===== config.mk =====
export PLATFORM = sky130hd
export DESIGN_NAME = clk_pwr_ctrl
export DESIGN_NICKNAME = d
export VERILOG_FILES = /design/src/logic/clk_pwr_ctrl.v
export VERILOG_INCLUDE_DIRS = /design/src /design/src/logic
export SDC_FILE = /design/constraint.sdc
export NUM_CORES = 1
export LEC_CHECK = 0
export BUFFER_PORTS_ARGS = -buffer_cell sky130_fd_sc_hd__buf_4
export CAP_MARGIN = 20
export CORE_MARGIN = 2
export CORE_UTILIZATION = 45
export DETAILED_ROUTE_END_ITERATION = 7
export GPL_ROUTABILITY_DRIVEN = 0
export GPL_TIMING_DRIVEN = 0
export HOLD_SLACK_MARGIN = 0.12
export PLACE_DENSITY_LB_ADDON = 0.25
export SLEW_MARGIN = 10
export SYNTH_ARGS = -nofsm -noshare
export SYNTH_HDL_FRONTEND = slang
export SYNTH_SLANG_ARGS = --single-unit

===== constraint.sdc =====
create_clock -name mclk -period 3.6 [get_ports mclk]
set_clock_uncertainty 0.15 [all_clocks]
set_input_delay 0.18 -clock mclk [delete_from_list [all_inputs] [get_ports mclk]]
set_output_delay 0.18 -clock mclk [all_outputs]
set_load 0.02 [all_outputs]

===== src/logic/clk_pwr_defs.vh =====
// Purpose: register offsets, field positions, reset values and timing counts
// Assumes: 32-bit Avalon-MM word addressing by byte address, 100 MHz mclk
// Notes: included by the clock and power control block only
// How it works
// - after reset or deep power-down wake, main clock comes from internal RC oscillator
// - internal RC oscillator selectable as watchdog clock and system PLL input
// - crystal oscillator selectable as processor clock, direct or through system PLL
// - watchdog oscillator selectable as processor clock, watchdog clock, clock output
// - two identical PLLs: system clock and 48 MHz USB clock
// - each PLL feedback multiplier accepts any integer 1 through 32
// - PLL post divider 2, 4, 8 or 16, giving 50 percent duty
// - after reset each PLL is powered down and bypassed until software enables it
// - clock output mux picks RC, crystal, watchdog oscillator or main clock
// - four reduced-power modes: sleep, deep-sleep, power-down, deep power-down
// - one clock gate bit per peripheral stops unused peripheral clocks
// - programmable processor clock divider plus independent peripheral dividers
// - sleep gates core clock; leaving sleep only ungates it
// - sleep keeps peripheral clocks running; reset or interrupt resumes core
// - deep-sleep stops all but RC oscillator, gated unless it clocks watchdog
// - deep-sleep shuts analog, flash standby, optionally keeps watchdog osc and brownout
// - deep-sleep and power-down wake on reset, pins, watchdog or USB interrupt
// - power-down stops all but optional watchdog osc and brownout; analog and flash off
// - deep power-down removes power except wake pin logic; only that pin wakes
// - lock bit, once set, blocks deep power-down entry
`ifndef CLK_PWR_DEFS_VH
`define CLK_PWR_DEFS_VH

// ==========================================================
// register byte offsets
`define OFS_MAIN_SEL     8'h00
`define OFS_SYSPLL_SRC   8'h04
`define OFS_SYSPLL_CTRL  8'h08
`define OFS_USBPLL_CTRL  8'h0c
`define OFS_PLL_STATUS   8'h10
`define OFS_WDT_SEL      8'h14
`define OFS_CLOCK_OUTPUT_PIN_SEL   8'h18
`define OFS_CPU_DIV      8'h1c
`define OFS_PERIPH_GATE  8'h20
`define OFS_PERIPH_DIV0  8'h24
`define OFS_PWR_CFG      8'h30
`define OFS_PWR_ENTER    8'h34
`define OFS_PWR_STATUS   8'h38

// ==========================================================
// field positions in pll control
`define PLL_MSEL_LSB     0
`define PLL_PSEL_LSB     5
`define PLL_PD_BIT       7
`define PLL_BYP_BIT      8

// field positions in power config
`define PWR_WDO_KEEP_BIT 0
`define PWR_BOD_KEEP_BIT 1
`define PWR_DPD_LOCK_BIT 2

// ==========================================================
// reset values
`define MAIN_SEL_RST     2'h0
`define PLL_CTRL_RST     9'h180
`define CPU_DIV_RST      8'h01
`define PDIV_RST         8'h01

// ==========================================================
// timing
`define PLL_SETTLE_US    100
`define CLK_MHZ          100
`define MUX_QUIET_CYC    4'h4

`endif


===== src/logic/clk_pwr_ctrl.v =====
// Purpose: clock source selection, PLL control, gating, dividers and power modes
// Assumes: oscillators and PLLs are analog macros driven by these control outputs
// Notes: registers on Avalon-MM, one wait state per access
//
// The placing of the registers and register access over Avalon-MM were left to the implementer.
`timescale 1ns/1ns
`include "clk_pwr_defs.vh"

module clk_pwr_ctrl #(
  parameter NPERIPH   = 16,
  parameter NPDIV     = 3,
  parameter NWAKE     = 8,
  parameter SETTLE_CY = `PLL_SETTLE_US * `CLK_MHZ
) (
  input  wire                mclk,
  input  wire                srst,
  input  wire [7:0]          address,
  input  wire                read,
  input  wire                write,
  input  wire [31:0]         writedata,
  input  wire [3:0]          byteenable,
  output reg  [31:0]         readdata,
  output reg                 waitrequest,
  input  wire                sys_pll_lock,
  input  wire                usb_pll_lock,
  input  wire [NWAKE-1:0]    wake_gpio,
  input  wire                wdt_irq,
  input  wire                usb_irq,
  input  wire                periph_irq,
  input  wire                wakeup_pin,
  output reg  [1:0]          main_sel_q,
  output reg                 main_gate_q,
  output reg                 sys_pll_src_q,
  output reg                 sys_pll_src_gate_q,
  output reg  [4:0]          sys_pll_msel_q,
  output reg  [1:0]          sys_pll_psel_q,
  output reg                 sys_pll_pd_q,
  output reg                 sys_pll_bypass_q,
  output reg  [4:0]          usb_pll_msel_q,
  output reg  [1:0]          usb_pll_psel_q,
  output reg                 usb_pll_pd_q,
  output reg                 usb_pll_bypass_q,
  output reg                 wdt_sel_q,
  output reg                 wdt_gate_q,
  output reg  [1:0]          clock_output_pin_sel_q,
  output reg                 clock_output_pin_gate_q,
  output reg                 cpu_clk_en_q,
  output reg  [NPERIPH-1:0]  periph_clk_en_q,
  output reg  [NPDIV-1:0]    periph_div_tick_q,
  output reg                 internal_rc_oscillator_en_q,
  output reg                 sys_osc_en_q,
  output reg                 watchdog_oscillator_en_q,
  output reg                 brownout_detector_en_q,
  output reg                 analog_pd_q,
  output reg                 flash_standby_q,
  output reg                 flash_pd_q,
  output reg                 core_power_off_q
);

  // ==========================================================
  // power states
  localparam [2:0] ST_ACTIVE = 3'h0;
  localparam [2:0] ST_SLEEP  = 3'h1;
  localparam [2:0] ST_DSLEEP = 3'h2;
  localparam [2:0] ST_PDOWN  = 3'h3;
  localparam [2:0] ST_DPD    = 3'h4;

  localparam [31:0] SETTLE_W = SETTLE_CY;
  localparam [7:0]  PDIV_END = `OFS_PERIPH_DIV0 + 4 * NPDIV;   // first offset past the divider block

  // ==========================================================
  // software-visible state
  reg  [1:0]         main_req_q;
  reg                pll_src_req_q;
  reg  [8:0]         sys_ctrl_q;
  reg  [8:0]         usb_ctrl_q;
  reg                wdt_req_q;
  reg  [1:0]         cko_req_q;
  reg  [7:0]         cpu_div_q;
  reg  [NPERIPH-1:0] gate_q;
  reg  [8*NPDIV-1:0] pdiv_q;
  reg                wdo_keep_q;
  reg                bod_keep_q;
  reg                dpd_lock_q;
  reg  [2:0]         state_q;
  reg  [2:0]         state_d;
  reg                woke_q;
  reg  [31:0]        sys_settle_q;
  reg  [31:0]        usb_settle_q;
  reg                enter_req;
  reg  [1:0]         enter_mode;
  reg  [31:0]        rd_d;
  reg  [7:0]         cpu_cnt_q;

  wire acc      = (read | write) & waitrequest;
  wire wr_take  = write & ~waitrequest;
  wire low_pwr  = (state_q != ST_ACTIVE);
  wire deep     = (state_q == ST_DSLEEP) | (state_q == ST_PDOWN);

  // ==========================================================
  // pin synchronisers, three stages, change once stages two and three agree
  reg [NWAKE+4:0] pin_s1_q;
  reg [NWAKE+4:0] pin_s2_q;
  reg [NWAKE+4:0] pin_s3_q;
  reg [NWAKE+4:0] pin_q;
  wire [NWAKE+4:0] pin_raw = {wakeup_pin, sys_pll_lock, usb_pll_lock, wdt_irq, usb_irq, wake_gpio};

  always @(posedge mclk) begin
    if (srst) begin
      pin_s1_q <= {(NWAKE+5){1'b0}};
      pin_s2_q <= {(NWAKE+5){1'b0}};
      pin_s3_q <= {(NWAKE+5){1'b0}};
      pin_q    <= {(NWAKE+5){1'b0}};
    end else begin
      pin_s1_q <= pin_raw;
      pin_s2_q <= pin_s1_q;
      pin_s3_q <= pin_s2_q;
      pin_q    <= (pin_s2_q & pin_s3_q) | (pin_q & (pin_s2_q | pin_s3_q));
    end
  end

  wire sys_lock_s = pin_q[NWAKE+3];
  wire usb_lock_s = pin_q[NWAKE+2];
  wire wdt_irq_s  = pin_q[NWAKE+1];
  wire usb_irq_s  = pin_q[NWAKE];
  wire gpio_wk_s  = |pin_q[NWAKE-1:0];
  wire wkpin_s    = pin_q[NWAKE+4];

  // ==========================================================
  // glitch-free muxes: gate off, hold quiet, switch select, gate on
  wire [7:0] mux_req = {2'b00, cko_req_q, 1'b0, wdt_req_q, main_req_q};
  wire [3:0] mux_stop;
  reg  [7:0] mux_sel_q;
  reg  [3:0] mux_gate_q;
  reg  [15:0] mux_cnt_q;
  assign mux_stop[0] = low_pwr;
  assign mux_stop[1] = (state_q == ST_PDOWN) | (state_q == ST_DPD) |
                       ((state_q == ST_DSLEEP) & wdt_sel_q & ~wdo_keep_q);
  assign mux_stop[2] = deep | (state_q == ST_DPD);
  assign mux_stop[3] = 1'b1;

  genvar m;
  generate
    for (m = 0; m < 3; m = m + 1) begin : g_mux
      always @(posedge mclk) begin
        if (srst) begin
          mux_sel_q[2*m+1:2*m]  <= 2'h0;
          mux_gate_q[m]         <= 1'b1;
          mux_cnt_q[4*m+3:4*m]  <= 4'h0;
        end else if (mux_sel_q[2*m+1:2*m] != mux_req[2*m+1:2*m]) begin
          mux_gate_q[m] <= 1'b0;
          if (!mux_gate_q[m] && mux_cnt_q[4*m+3:4*m] == `MUX_QUIET_CYC) begin
            mux_sel_q[2*m+1:2*m] <= mux_req[2*m+1:2*m];
            mux_cnt_q[4*m+3:4*m] <= 4'h0;
          end else if (!mux_gate_q[m]) begin
            mux_cnt_q[4*m+3:4*m] <= mux_cnt_q[4*m+3:4*m] + 4'h1;
          end
        end else begin
          mux_cnt_q[4*m+3:4*m] <= 4'h0;
          mux_gate_q[m] <= ~mux_stop[m];
        end
      end
    end
  endgenerate

  always @(posedge mclk) begin
    mux_sel_q[7:6] <= 2'h0;
    mux_gate_q[3]  <= 1'b0;
    mux_cnt_q[15:12] <= 4'h0;
  end

  // ==========================================================
  // pll source mux: same quiet switch, one bit wide
  reg [3:0] src_cnt_q;
  always @(posedge mclk) begin
    if (srst) begin
      sys_pll_src_q      <= 1'b0;
      sys_pll_src_gate_q <= 1'b1;
      src_cnt_q          <= 4'h0;
    end else if (sys_pll_src_q != pll_src_req_q) begin
      sys_pll_src_gate_q <= 1'b0;
      if (!sys_pll_src_gate_q && src_cnt_q == `MUX_QUIET_CYC) begin
        sys_pll_src_q <= pll_src_req_q;
        src_cnt_q     <= 4'h0;
      end else if (!sys_pll_src_gate_q) begin
        src_cnt_q <= src_cnt_q + 4'h1;
      end
    end else begin
      src_cnt_q          <= 4'h0;
      sys_pll_src_gate_q <= ~(deep | (state_q == ST_DPD));
    end
  end

  // ==========================================================
  // mux and pll outputs
  always @(posedge mclk) begin
    if (srst) begin
      main_sel_q              <= `MAIN_SEL_RST;
      main_gate_q             <= 1'b1;
      wdt_sel_q               <= 1'b0;
      wdt_gate_q              <= 1'b1;
      clock_output_pin_sel_q  <= 2'h0;
      clock_output_pin_gate_q <= 1'b1;
      sys_pll_msel_q          <= 5'h00;
      sys_pll_psel_q          <= 2'h0;
      sys_pll_pd_q            <= 1'b1;
      sys_pll_bypass_q        <= 1'b1;
      usb_pll_msel_q          <= 5'h00;
      usb_pll_psel_q          <= 2'h0;
      usb_pll_pd_q            <= 1'b1;
      usb_pll_bypass_q        <= 1'b1;
    end else begin
      main_sel_q              <= mux_sel_q[1:0];
      main_gate_q             <= mux_gate_q[0];
      wdt_sel_q               <= mux_sel_q[2];
      wdt_gate_q              <= mux_gate_q[1];
      clock_output_pin_sel_q  <= mux_sel_q[5:4];
      clock_output_pin_gate_q <= mux_gate_q[2];
      // identical field layout for both plls
      sys_pll_msel_q   <= sys_ctrl_q[`PLL_MSEL_LSB+4:`PLL_MSEL_LSB];
      sys_pll_psel_q   <= sys_ctrl_q[`PLL_PSEL_LSB+1:`PLL_PSEL_LSB];
      sys_pll_pd_q     <= sys_ctrl_q[`PLL_PD_BIT] | deep | (state_q == ST_DPD);
      sys_pll_bypass_q <= sys_ctrl_q[`PLL_BYP_BIT];
      usb_pll_msel_q   <= usb_ctrl_q[`PLL_MSEL_LSB+4:`PLL_MSEL_LSB];
      usb_pll_psel_q   <= usb_ctrl_q[`PLL_PSEL_LSB+1:`PLL_PSEL_LSB];
      usb_pll_pd_q     <= usb_ctrl_q[`PLL_PD_BIT] | deep | (state_q == ST_DPD);
      usb_pll_bypass_q <= usb_ctrl_q[`PLL_BYP_BIT];
    end
  end

  // ==========================================================
  // pll settle timers, restart whenever the pll is powered down
  always @(posedge mclk) begin
    if (srst) begin
      sys_settle_q <= 32'h0;
      usb_settle_q <= 32'h0;
    end else begin
      if (sys_pll_pd_q)
        sys_settle_q <= 32'h0;
      else if (sys_settle_q != SETTLE_W)
        sys_settle_q <= sys_settle_q + 32'h1;
      if (usb_pll_pd_q)
        usb_settle_q <= 32'h0;
      else if (usb_settle_q != SETTLE_W)
        usb_settle_q <= usb_settle_q + 32'h1;
    end
  end

  wire sys_locked = sys_lock_s & (sys_settle_q == SETTLE_W);
  wire usb_locked = usb_lock_s & (usb_settle_q == SETTLE_W);

  // ==========================================================
  // processor clock divider, zero stops the core clock
  always @(posedge mclk) begin
    if (srst) begin
      cpu_cnt_q    <= 8'h00;
      cpu_clk_en_q <= 1'b0;
    end else begin
      if (cpu_cnt_q + 8'h01 >= cpu_div_q)
        cpu_cnt_q <= 8'h00;
      else
        cpu_cnt_q <= cpu_cnt_q + 8'h01;
      cpu_clk_en_q <= (cpu_div_q != 8'h00) && (cpu_cnt_q == 8'h00) &&
                      !low_pwr && main_gate_q;
    end
  end

  // ==========================================================
  // peripheral dividers, independent of the processor divider
  reg [8*NPDIV-1:0] pcnt_q;
  genvar d;
  generate
    for (d = 0; d < NPDIV; d = d + 1) begin : g_pdiv
      always @(posedge mclk) begin
        if (srst) begin
          pcnt_q[8*d+7:8*d]    <= 8'h00;
          periph_div_tick_q[d] <= 1'b0;
        end else begin
          if (pcnt_q[8*d+7:8*d] + 8'h01 >= pdiv_q[8*d+7:8*d])
            pcnt_q[8*d+7:8*d] <= 8'h00;
          else
            pcnt_q[8*d+7:8*d] <= pcnt_q[8*d+7:8*d] + 8'h01;
          periph_div_tick_q[d] <= (pdiv_q[8*d+7:8*d] != 8'h00) &&
                                  (pcnt_q[8*d+7:8*d] == 8'h00) && !deep &&
                                  (state_q != ST_DPD);
        end
      end
    end
  endgenerate

  // ==========================================================
  // peripheral gates and analog power controls per mode
  always @(posedge mclk) begin
    if (srst) begin
      periph_clk_en_q             <= {NPERIPH{1'b1}};
      internal_rc_oscillator_en_q <= 1'b1;
      sys_osc_en_q                <= 1'b0;
      watchdog_oscillator_en_q    <= 1'b0;
      brownout_detector_en_q      <= 1'b1;
      analog_pd_q                 <= 1'b0;
      flash_standby_q             <= 1'b0;
      flash_pd_q                  <= 1'b0;
      core_power_off_q            <= 1'b0;
    end else begin
      // sleep keeps peripheral clocks; deeper modes stop them
      periph_clk_en_q <= (state_q == ST_ACTIVE || state_q == ST_SLEEP) ?
                         gate_q : {NPERIPH{1'b0}};
      case (state_q)
        ST_ACTIVE, ST_SLEEP: begin
          internal_rc_oscillator_en_q <= 1'b1;
          sys_osc_en_q                <= 1'b1;
          watchdog_oscillator_en_q    <= 1'b1;
          brownout_detector_en_q      <= 1'b1;
          analog_pd_q                 <= 1'b0;
          flash_standby_q             <= 1'b0;
          flash_pd_q                  <= 1'b0;
          core_power_off_q            <= 1'b0;
        end
        ST_DSLEEP: begin
          internal_rc_oscillator_en_q <= ~wdt_sel_q;
          sys_osc_en_q                <= 1'b0;
          watchdog_oscillator_en_q    <= wdo_keep_q;
          brownout_detector_en_q      <= bod_keep_q;
          analog_pd_q                 <= 1'b1;
          flash_standby_q             <= 1'b1;
          flash_pd_q                  <= 1'b0;
          core_power_off_q            <= 1'b0;
        end
        ST_PDOWN: begin
          internal_rc_oscillator_en_q <= 1'b0;
          sys_osc_en_q                <= 1'b0;
          watchdog_oscillator_en_q    <= wdo_keep_q;
          brownout_detector_en_q      <= bod_keep_q;
          analog_pd_q                 <= 1'b1;
          flash_standby_q             <= 1'b0;
          flash_pd_q                  <= 1'b1;
          core_power_off_q            <= 1'b0;
        end
        default: begin
          internal_rc_oscillator_en_q <= 1'b0;
          sys_osc_en_q                <= 1'b0;
          watchdog_oscillator_en_q    <= 1'b0;
          brownout_detector_en_q      <= 1'b0;
          analog_pd_q                 <= 1'b1;
          flash_standby_q             <= 1'b0;
          flash_pd_q                  <= 1'b1;
          core_power_off_q            <= 1'b1;
        end
      endcase
    end
  end

  // ==========================================================
  // power mode state machine
  always @* begin
    state_d = state_q;
    case (state_q)
      ST_ACTIVE:
        if (enter_req) begin
          case (enter_mode)
            2'h0:    state_d = ST_SLEEP;
            2'h1:    state_d = ST_DSLEEP;
            2'h2:    state_d = ST_PDOWN;
            default: state_d = dpd_lock_q ? ST_ACTIVE : ST_DPD;
          endcase
        end
      ST_SLEEP:
        if (periph_irq | wdt_irq_s | usb_irq_s | gpio_wk_s)
          state_d = ST_ACTIVE;
      ST_DSLEEP, ST_PDOWN:
        if (gpio_wk_s | wdt_irq_s | usb_irq_s)
          state_d = ST_ACTIVE;
      ST_DPD:
        if (!wkpin_s)
          state_d = ST_ACTIVE;
      default:
        state_d = ST_ACTIVE;
    endcase
  end

  wire dpd_exit = (state_q == ST_DPD) && (state_d == ST_ACTIVE);

  always @(posedge mclk) begin
    if (srst) begin
      state_q <= ST_ACTIVE;
      woke_q  <= 1'b0;
    end else begin
      state_q <= state_d;
      if (low_pwr && state_d == ST_ACTIVE)
        woke_q <= 1'b1;
      else if (wr_take && address == `OFS_PWR_STATUS && byteenable[0] && writedata[3])
        woke_q <= 1'b0;
    end
  end

  // ==========================================================
  // avalon slave: one wait state, access completes when waitrequest is low
  always @* begin
    enter_req  = wr_take && (address == `OFS_PWR_ENTER) && byteenable[0];
    enter_mode = writedata[1:0];
    rd_d       = 32'h0;
    if (address == `OFS_MAIN_SEL)
      rd_d[1:0] = main_req_q;
    else if (address == `OFS_SYSPLL_SRC)
      rd_d[0] = pll_src_req_q;
    else if (address == `OFS_SYSPLL_CTRL)
      rd_d[8:0] = sys_ctrl_q;
    else if (address == `OFS_USBPLL_CTRL)
      rd_d[8:0] = usb_ctrl_q;
    else if (address == `OFS_PLL_STATUS)
      rd_d[1:0] = {usb_locked, sys_locked};
    else if (address == `OFS_WDT_SEL)
      rd_d[0] = wdt_req_q;
    else if (address == `OFS_CLOCK_OUTPUT_PIN_SEL)
      rd_d[1:0] = cko_req_q;
    else if (address == `OFS_CPU_DIV)
      rd_d[7:0] = cpu_div_q;
    else if (address == `OFS_PERIPH_GATE)
      rd_d[NPERIPH-1:0] = gate_q;
    else if (address >= `OFS_PERIPH_DIV0 && address < PDIV_END && address[1:0] == 2'h0)
      rd_d[7:0] = pdiv_q[8*((address-`OFS_PERIPH_DIV0)>>2) +: 8];
    else if (address == `OFS_PWR_CFG)
      rd_d[2:0] = {dpd_lock_q, bod_keep_q, wdo_keep_q};
    else if (address == `OFS_PWR_STATUS)
      rd_d[3:0] = {woke_q, state_q};
  end

  integer k;
  always @(posedge mclk) begin
    if (srst || dpd_exit) begin
      waitrequest   <= 1'b1;
      readdata      <= 32'h0;
      main_req_q    <= `MAIN_SEL_RST;
      pll_src_req_q <= 1'b0;
      sys_ctrl_q    <= `PLL_CTRL_RST;
      usb_ctrl_q    <= `PLL_CTRL_RST;
      wdt_req_q     <= 1'b0;
      cko_req_q     <= 2'h0;
      cpu_div_q     <= `CPU_DIV_RST;
      gate_q        <= {NPERIPH{1'b1}};
      pdiv_q        <= {NPDIV{`PDIV_RST}};
      wdo_keep_q    <= 1'b0;
      bod_keep_q    <= 1'b0;
      dpd_lock_q    <= dpd_exit & dpd_lock_q;
    end else begin
      waitrequest <= ~acc;
      if (acc)
        readdata <= read ? rd_d : 32'h0;
      if (wr_take && byteenable[0]) begin
        if (address == `OFS_MAIN_SEL)
          main_req_q <= writedata[1:0];
        else if (address == `OFS_SYSPLL_SRC)
          pll_src_req_q <= writedata[0];
        else if (address == `OFS_SYSPLL_CTRL)
          sys_ctrl_q <= byteenable[1] ? writedata[8:0] : {sys_ctrl_q[8], writedata[7:0]};
        else if (address == `OFS_USBPLL_CTRL)
          usb_ctrl_q <= byteenable[1] ? writedata[8:0] : {usb_ctrl_q[8], writedata[7:0]};
        else if (address == `OFS_WDT_SEL)
          wdt_req_q <= writedata[0];
        else if (address == `OFS_CLOCK_OUTPUT_PIN_SEL)
          cko_req_q <= writedata[1:0];
        else if (address == `OFS_CPU_DIV)
          cpu_div_q <= writedata[7:0];
        else if (address == `OFS_PWR_CFG) begin
          wdo_keep_q <= writedata[`PWR_WDO_KEEP_BIT];
          bod_keep_q <= writedata[`PWR_BOD_KEEP_BIT];
          dpd_lock_q <= dpd_lock_q | writedata[`PWR_DPD_LOCK_BIT];
        end
      end
      if (wr_take && address == `OFS_PERIPH_GATE)
        for (k = 0; k < NPERIPH; k = k + 1)
          if (byteenable[k/8])
            gate_q[k] <= writedata[k];
      if (wr_take && byteenable[0])
        for (k = 0; k < NPDIV; k = k + 1)
          if (address == `OFS_PERIPH_DIV0 + 4 * k)
            pdiv_q[8*k +: 8] <= writedata[7:0];
    end
  end

endmodule


==> run_results.csv, run 1 <==
group,metric,value,unit
worst_setup_path,r2r_slack,380,ps
finish,regArea,6496,um^2
floorplan,start_util,45.64,%
routing,drc,0,
cts,ctsRootBufferMaster,"clkbuf_16",
cts,htreeDepth,2,
grt,grtUsageTotal,22.38,%
synth,syn_area_per_cell,9.132,um^2
cts,clk_pin_slew_worst_paths,60,ps
power_and_ir_drop,ir_drop,0.3326,mV
worst_hold_path,worstHoldStart,"writedata[2]",
worst_setup_path,path_class,"reg2reg",
synth,yosysSeqAreaShare,45.22,%
place,numPortBuffers,110,
worst_hold_path,hp-class,"in2reg",
floorplan,rows,65,
sta,worst_slew_pin_slew,1030,ps
routing,routed_wl,37350,um
routing,vias,11830,
floorplan,core-area,31470,um^2
worst_setup_path,worstSetupEndpointType,"register",
worst_setup_path,r2r-start,"state_q[0]",
sta,finalCritPeriodShare,89.38,%
floorplan,die_area,33370,um^2
grt,grt_pass1_wl,60200,um
worst_setup_path,critical_path_required,3870,ps
synth,synth-main-ff-cell,"dfxtp_1",
routing,viasPerCell,5.340,
worst_setup_path,reg2reg_depth,7,
worst_setup_path,critPathLaunchType,"register",
cts,clk_latency,530,ps
outcome,status,"finished clean",
cts,cts_inserted_buffers,37,
worst_setup_path,r2r-end,"gate_q[8]",
synth,async_flop_share,0,%
floorplan,die-width,182.7,um
cts,cts_resized,0,
cts,cts_setup_buffers,0,
grt,antenna_found_initial,2,
sta,fmax,0.3108,GHz
flow_run,cap_violations,0,
cts,cts_tree,"built",
grt,grt_overflow_total,0,
worst_setup_path,cp_slowest_stage_delay,610,ps
sta,fin_ws,382.2,ps
finish,nNetsFinal,1907,
place,dp_slack,746.7,ps
cts,cts_hold_buf,47,
worst_setup_path,critPathMaxFanout,10,
sta,finalMaxSlewViolations,0,
worst_setup_path,crit_top_cell,"clkbuf_1",
cts,cts.sinks,324,
sta,finalSetupTns,0,ps
floorplan,die_h,182.7,um
synth,synth_edf_count,1,
finish,drive_gt1_share,13.02,%
synth,synth_warnings,0,
grt,grt_max_degree,14,
synth,synthDistinctLibCells,73,
power_and_ir_drop,p_leak,0.006915,uW
finish,area_delta_synth_final,21.40,%
place,dp_hpwl,26550,um
routing,wl_per_cell,16.85,um
worst_setup_path,cp_data_arrival_time,3490,ps
worst_setup_path,crit_start,"state_q[0]",
routing,drt_iter0_drc,697,
routing,first_pass_iters,5,
sta,fin_crit,3218,ps
synth,ys_ff_latch,324,
routing,drtAntennaViolNets,0,
worst_setup_path,crit_chain,"clkbuf_1, or4b_1, nor2b_1, buf_2, clkbuf_1, o211ai_1, dlygate4sd3_1",
floorplan,io_pins,151,
worst_setup_path,endpoint,"gate_q[8]",
grt,grt_pass1_vias,11450,
power_and_ir_drop,powerDensity,438.7,nW/um^2
finish,fillers,2865,
finish,multi_input_area,7163,um^2
cts,cts_max_path_buffers,3,
sta,setup_violations,0,
synth,syn_area,14370,um^2
synth,synth_cells,1573,
sta,rsz0062_at_grt,"no",
sta,report.final.hold_viol_count,0,
sta,relSlewSlack,30.38,%
worst_setup_path,cp_slowest_cell,"dlygate4sd3_1",
-- layer usage --
layer | track usage [%] | vias to the layer above | share of wire, %
met5 | 0 | - | 0
met4 | 8.419 | 0 | 3.4
met3 | 4.410 | 92 | 6.5
met2 | 37.32 | 349 | 46
met1 | 28.66 | 5556 | 45
li1 | - | 5836 | -
-- cell usage in the layout (no fill, tap or decap), types with 12 or more instances in the layout --
master         count
o21ai_0           49
ha_1              60
nor4_1            33
mux2i_1           73
dlygate4sd3_1     47
and3_1            22
a21oi_1           51
conb_1            16
a22oi_1           19
nor3_1            22
nor2_1           176
buf_4            126
clkbuf_16         37
nand3_1           48
buf_2             12
a211oi_1          38
a21o_1            34
xor2_1            41
nor2b_1           76
xnor2_1           52
nand4_1           16
or3_1             14
nand2_1          100
clkbuf_1          53
dfxtp_1          323
inv_1             97
-- state kept, by name, summed over array words and instances, names as in the netlist, 8 cells and up --
name / flops
sys_settle_q: 32
usb_settle_q: 32
pcnt_q: 24
pdiv_q: 24
gate_q: 16
periph_clk_en_q: 16
readdata: 16
pin_q: 13
pin_s1_q: 13
pin_s2_q: 13
pin_s3_q: 13
mux_cnt_q: 12
sys_ctrl_q: 9
usb_ctrl_q: 9
cpu_cnt_q: 8
cpu_div_q: 8
-- cell families (layout without fill, tap and decap cells) --
group           count (synthesis)  count (layout)  share of synthesized area (%)
simple gates                  594             594                          21.77
flops                         324             324                          45.22
compound gates                245             245                          11.38
buf+inv                       179             403                          5.304
xor+xnor                       93              93                          5.670
mux                            77              77                          5.400
fa+ha+maj                      60              60                          5.226
other cells                     1              18                        0.02611
-- report_power, final --
part | switching (uW) | internal [uW]
combinational | 202 | 125
sequential | 11.6 | 3610
clock | 1530 | 2170
-- stage by stage --
stage | std cells | hold WS (ps) | util (%) | instance area, um^2 | total power (uW)
global placement | 2100 | 238.7 | 50.04 | 15750 | 3987
CTS | 2213 | 120.8 | 55.38 | 17430 | 7703
global route | 2216 | 123.1 | 55.41 | 17440 | 7910
floorplan | 1588 | 154.0 | - | 14420 | 3865
detailed placement | 2100 | 247.2 | 50.04 | 15750 | 3990
finish | 2216 | 133.7 | 55.41 | 17440 | 7650
-- final cells by class --
cell class	count	share of cell area, %
antenna	2	0.02870
buffer	82	2.282
clock buffer	49	6.084
clock inverter	17	0.8466
inverter	97	2.088
multi-input combinational	1085	41.07
sequential	324	37.25
tap	402	2.884
timing repair buffer	158	7.462
-- worst max-delay path, delay by kind of cell, from the launching register on --
kind / cells / cell delay (ps)
buf+inv: 4 / 1910
simple gates: 2 / 540
flops: 1 / 300
compound gates: 1 / 200
-- cells in the mapped netlist, drive strengths merged, types with 9 or more instances --
master,number,area share [%]
nand3,50,1.9
a211oi,39,2.1
a21o,34,1.8
and3,23,1.0
a21oi,51,1.8
xnor2,52,3.2
buf,31,1.4
o211ai,9,0.47
nor4b,13,0.88
nor2b,76,3.3
ha,60,5.2
or2,11,0.48
nor4,34,1.5
clkbuf,51,1.3
nor3,23,0.84
nor2,176,4.6
inv,97,2.5
mux2i,73,5.1
and4,9,0.57
nand4,16,0.70
dfxtp,323,45
nand2b,10,0.44
nand2,100,2.6
xor2,41,2.5
o21ai,49,1.7
a22oi,19,0.99
or3,14,0.61
-- how the worst min path moves through the flow --
| stage | endpoint | slack [ps] | cells past startpoint |
|---|---|---|---|
| floorplan | gate_q[4] | 150 | 2 |
| global placement | gate_q[12] | 240 | 3 |
| detailed placement | gate_q[13] | 250 | 3 |
| CTS | readdata[3] | 120 | 5 |
| global route | gate_q[2] | 120 | 3 |
| finish | gate_q[2] | 130 | 3 |
Note: power is estimated with default switching activity, not from simulation.
==> inputs of run 2 (changes only) <==
--- a/config.mk
+++ b/config.mk
@@ -15,6 +15,7 @@
 export GPL_TIMING_DRIVEN = 0
 export HOLD_SLACK_MARGIN = 0.12
 export PLACE_DENSITY_LB_ADDON = 0.25
+export REMOVE_ABC_BUFFERS = 1
 export SLEW_MARGIN = 10
 export SYNTH_ARGS = -nofsm -noshare
 export SYNTH_HDL_FRONTEND = slang
==> run 2 against run 1 <==
  * Global-route usage decreased by 1.9 points
  * Largest power group unchanged
  * First-iteration DRC count increased by 3.0%
  * Non-clock buffer count fell by 65
  * Register-to-register slack improved by 460 ps
  * Critical path type is now in2reg
  * Largest cell class unchanged
==> run_results.csv, run 2 (same netlist as run 1, synthesis figures left out) <==
group,metric,value,unit
grt,globalRoute.busiestLayer,"met2",
worst_hold_path,worstHoldStart,"address[2]",
worst_setup_path,critPathMaxFanout,9,
grt,use_met2,34.31,%
worst_setup_path,critical_path_required,3860,ps
grt,grt_max_degree,83,
sta,report.final.hold_viol_count,0,
power_and_ir_drop,finalPower,7571,uW
routing,vias,11320,
grt,met1_usage,25.83,%
cts,cts.sinks,324,
finish,largest_registers,"sys_settle_q (32), usb_settle_q (32)",
place,numPortBuffers,116,
grt,grt_pass1_wl,55700,um
floorplan,io_pins,151,
sta,relSlewSlack,29.69,%
routing,first_pass_iters,4,
worst_setup_path,critPathLaunchType,"input pin",
routing,drc,0,
grt,grt_pass1_vias,10980,
finish,most-common-layout-cells,"323 x dfxtp_1, 176 x nor2_1, 119 x buf_4, 100 x nand2_1, 97 x inv_1",
sta,finalSetupTns,0,ps
finish,finalNonFillerCells,2148,
sta,fmax,0.3239,GHz
grt,grt_overflow_total,0,
place,dp.cells,2031,
cts,htreeDepth,2,
sta,rsz0062_at_grt,"no",
place,dp_hpwl,23700,um
finish,nNetsFinal,1841,
cts,clk_latency,530,ps
routing,drt_iter0_drc,718,
worst_setup_path,worstSetupEndpointType,"register",
finish,final_common_cell,"dfxtp_1",
worst_setup_path,path_class,"in2reg",
worst_hold_path,hp-class,"in2reg",
cts,clk_pin_slew_worst_paths,70,ps
sta,worst_slew_pin_slew,1052,ps
sta,finalMaxSlewViolations,0,
routing,routed_wl,34180,um
power_and_ir_drop,powerDensity,439.7,nW/um^2
routing,wl_per_cell,15.91,um
floorplan,die_h,182.7,um
cts,cts_resized,0,
grt,grtUsageTotal,20.45,%
worst_setup_path,r2r-start,"state_q[2]",
sta,setup_violations,0,
worst_setup_path,cp_slowest_stage_delay,610,ps
power_and_ir_drop,p_leak,0.006817,uW
finish,drive_gt1_share,12.49,%
cts,ctsRootBufferMaster,"clkbuf_16",
power_and_ir_drop,ir_drop,0.3399,mV
cts,cts_tree,"built",
routing,drtAntennaViolNets,0,
worst_setup_path,crit_chain,"dlygate4sd3_1, buf_4, nor4_2, nand3_1, nor4_2, and3_1, o21ai_0, dlygate4sd3_1",
floorplan,start_util,45.64,%
cts,cts_max_path_buffers,3,
floorplan,core-area,31470,um^2
routing,viasPerCell,5.270,
worst_setup_path,cp_slowest_cell,"dlygate4sd3_1",
floorplan,die-width,182.7,um
floorplan,rows,65,
sta,finalCritPeriodShare,85.77,%
flow_run,cap_violations,0,
finish,area_delta_synth_final,19.88,%
cts,cts_inserted_buffers,36,
sta,fin_crit,3088,ps
worst_setup_path,cp_data_arrival_time,3350,ps
floorplan,die_area,33370,um^2
grt,antenna_found_initial,1,
grt,grt_util_met3,4.789,%
outcome,status,"finished clean",
worst_setup_path,crit_start,"address[4]",
[run 2: layer usage]
layer	up-vias	wire length (um)
met2	263	15850
met3	69	2097
met5	-	0
met4	0	908
li1	5698	-
met1	5289	15320
[run 2: worst paths after layout]
path                                       to  slack, ps  cells after the start
worst min register to register    pin_s2_q[1]        280                      1
worst min-delay path              readdata[3]        180                      5
worst max register to register    readdata[6]        840                      6
worst max-delay path            sys_ctrl_q[8]        510                      8
[run 2: metrics by stage]
| stage | cell area (um^2) | utilization (%) | hold slack (ps) | worst slack [ps] |
|---|---|---|---|---|
| 6_report | 17220 | 54.71 | 182.6 | 512.4 |
| 4_1_cts | 17210 | 54.69 | 153.5 | 488.8 |
| 2_1_floorplan | 14020 | - | 99.07 | 544.5 |
| 3_5_place_dp | 15510 | 49.29 | 244.1 | 86.79 |
| 5_1_grt | 17220 | 54.71 | 173.1 | 345.5 |
| 3_3_place_gp | 15400 | 48.92 | 239.8 | -1147 |
[run 2: where the power goes]
part / switching [uW] / total (uW) / internal [uW]
clock: 1490 / 3640 / 2150
sequential: 9.89 / 3620 / 3610
combinational: 184 / 307 / 123
[run 2: critical path, delay by kind of cell]
kind                   cells  cell delay (ps)
buffers and inverters      3             1350
AO/OA/AOI/OAI              1               90
AND/OR/NAND/NOR            4             1710
[run 2: timing repair]
item	4_1_cts	5_1_grt
buffers inserted	0	0
hold buffers	52	0
endpoints found under the hold margin	128	0
setup endpoints to repair	0	0
[run 2: cell type report]
cell class | instances | area, um^2
Antenna cell | 1 | 2.502
Clock buffer | 49 | 1020
Clock inverter | 15 | 160.2
Fill cell | 2816 | 14250
Inverter | 97 | 364.1
Multi-Input combinational cell | 1085 | 7191
Sequential cell | 324 | 6496
Tap cell | 402 | 503.0
Timing Repair Buffer | 175 | 1484
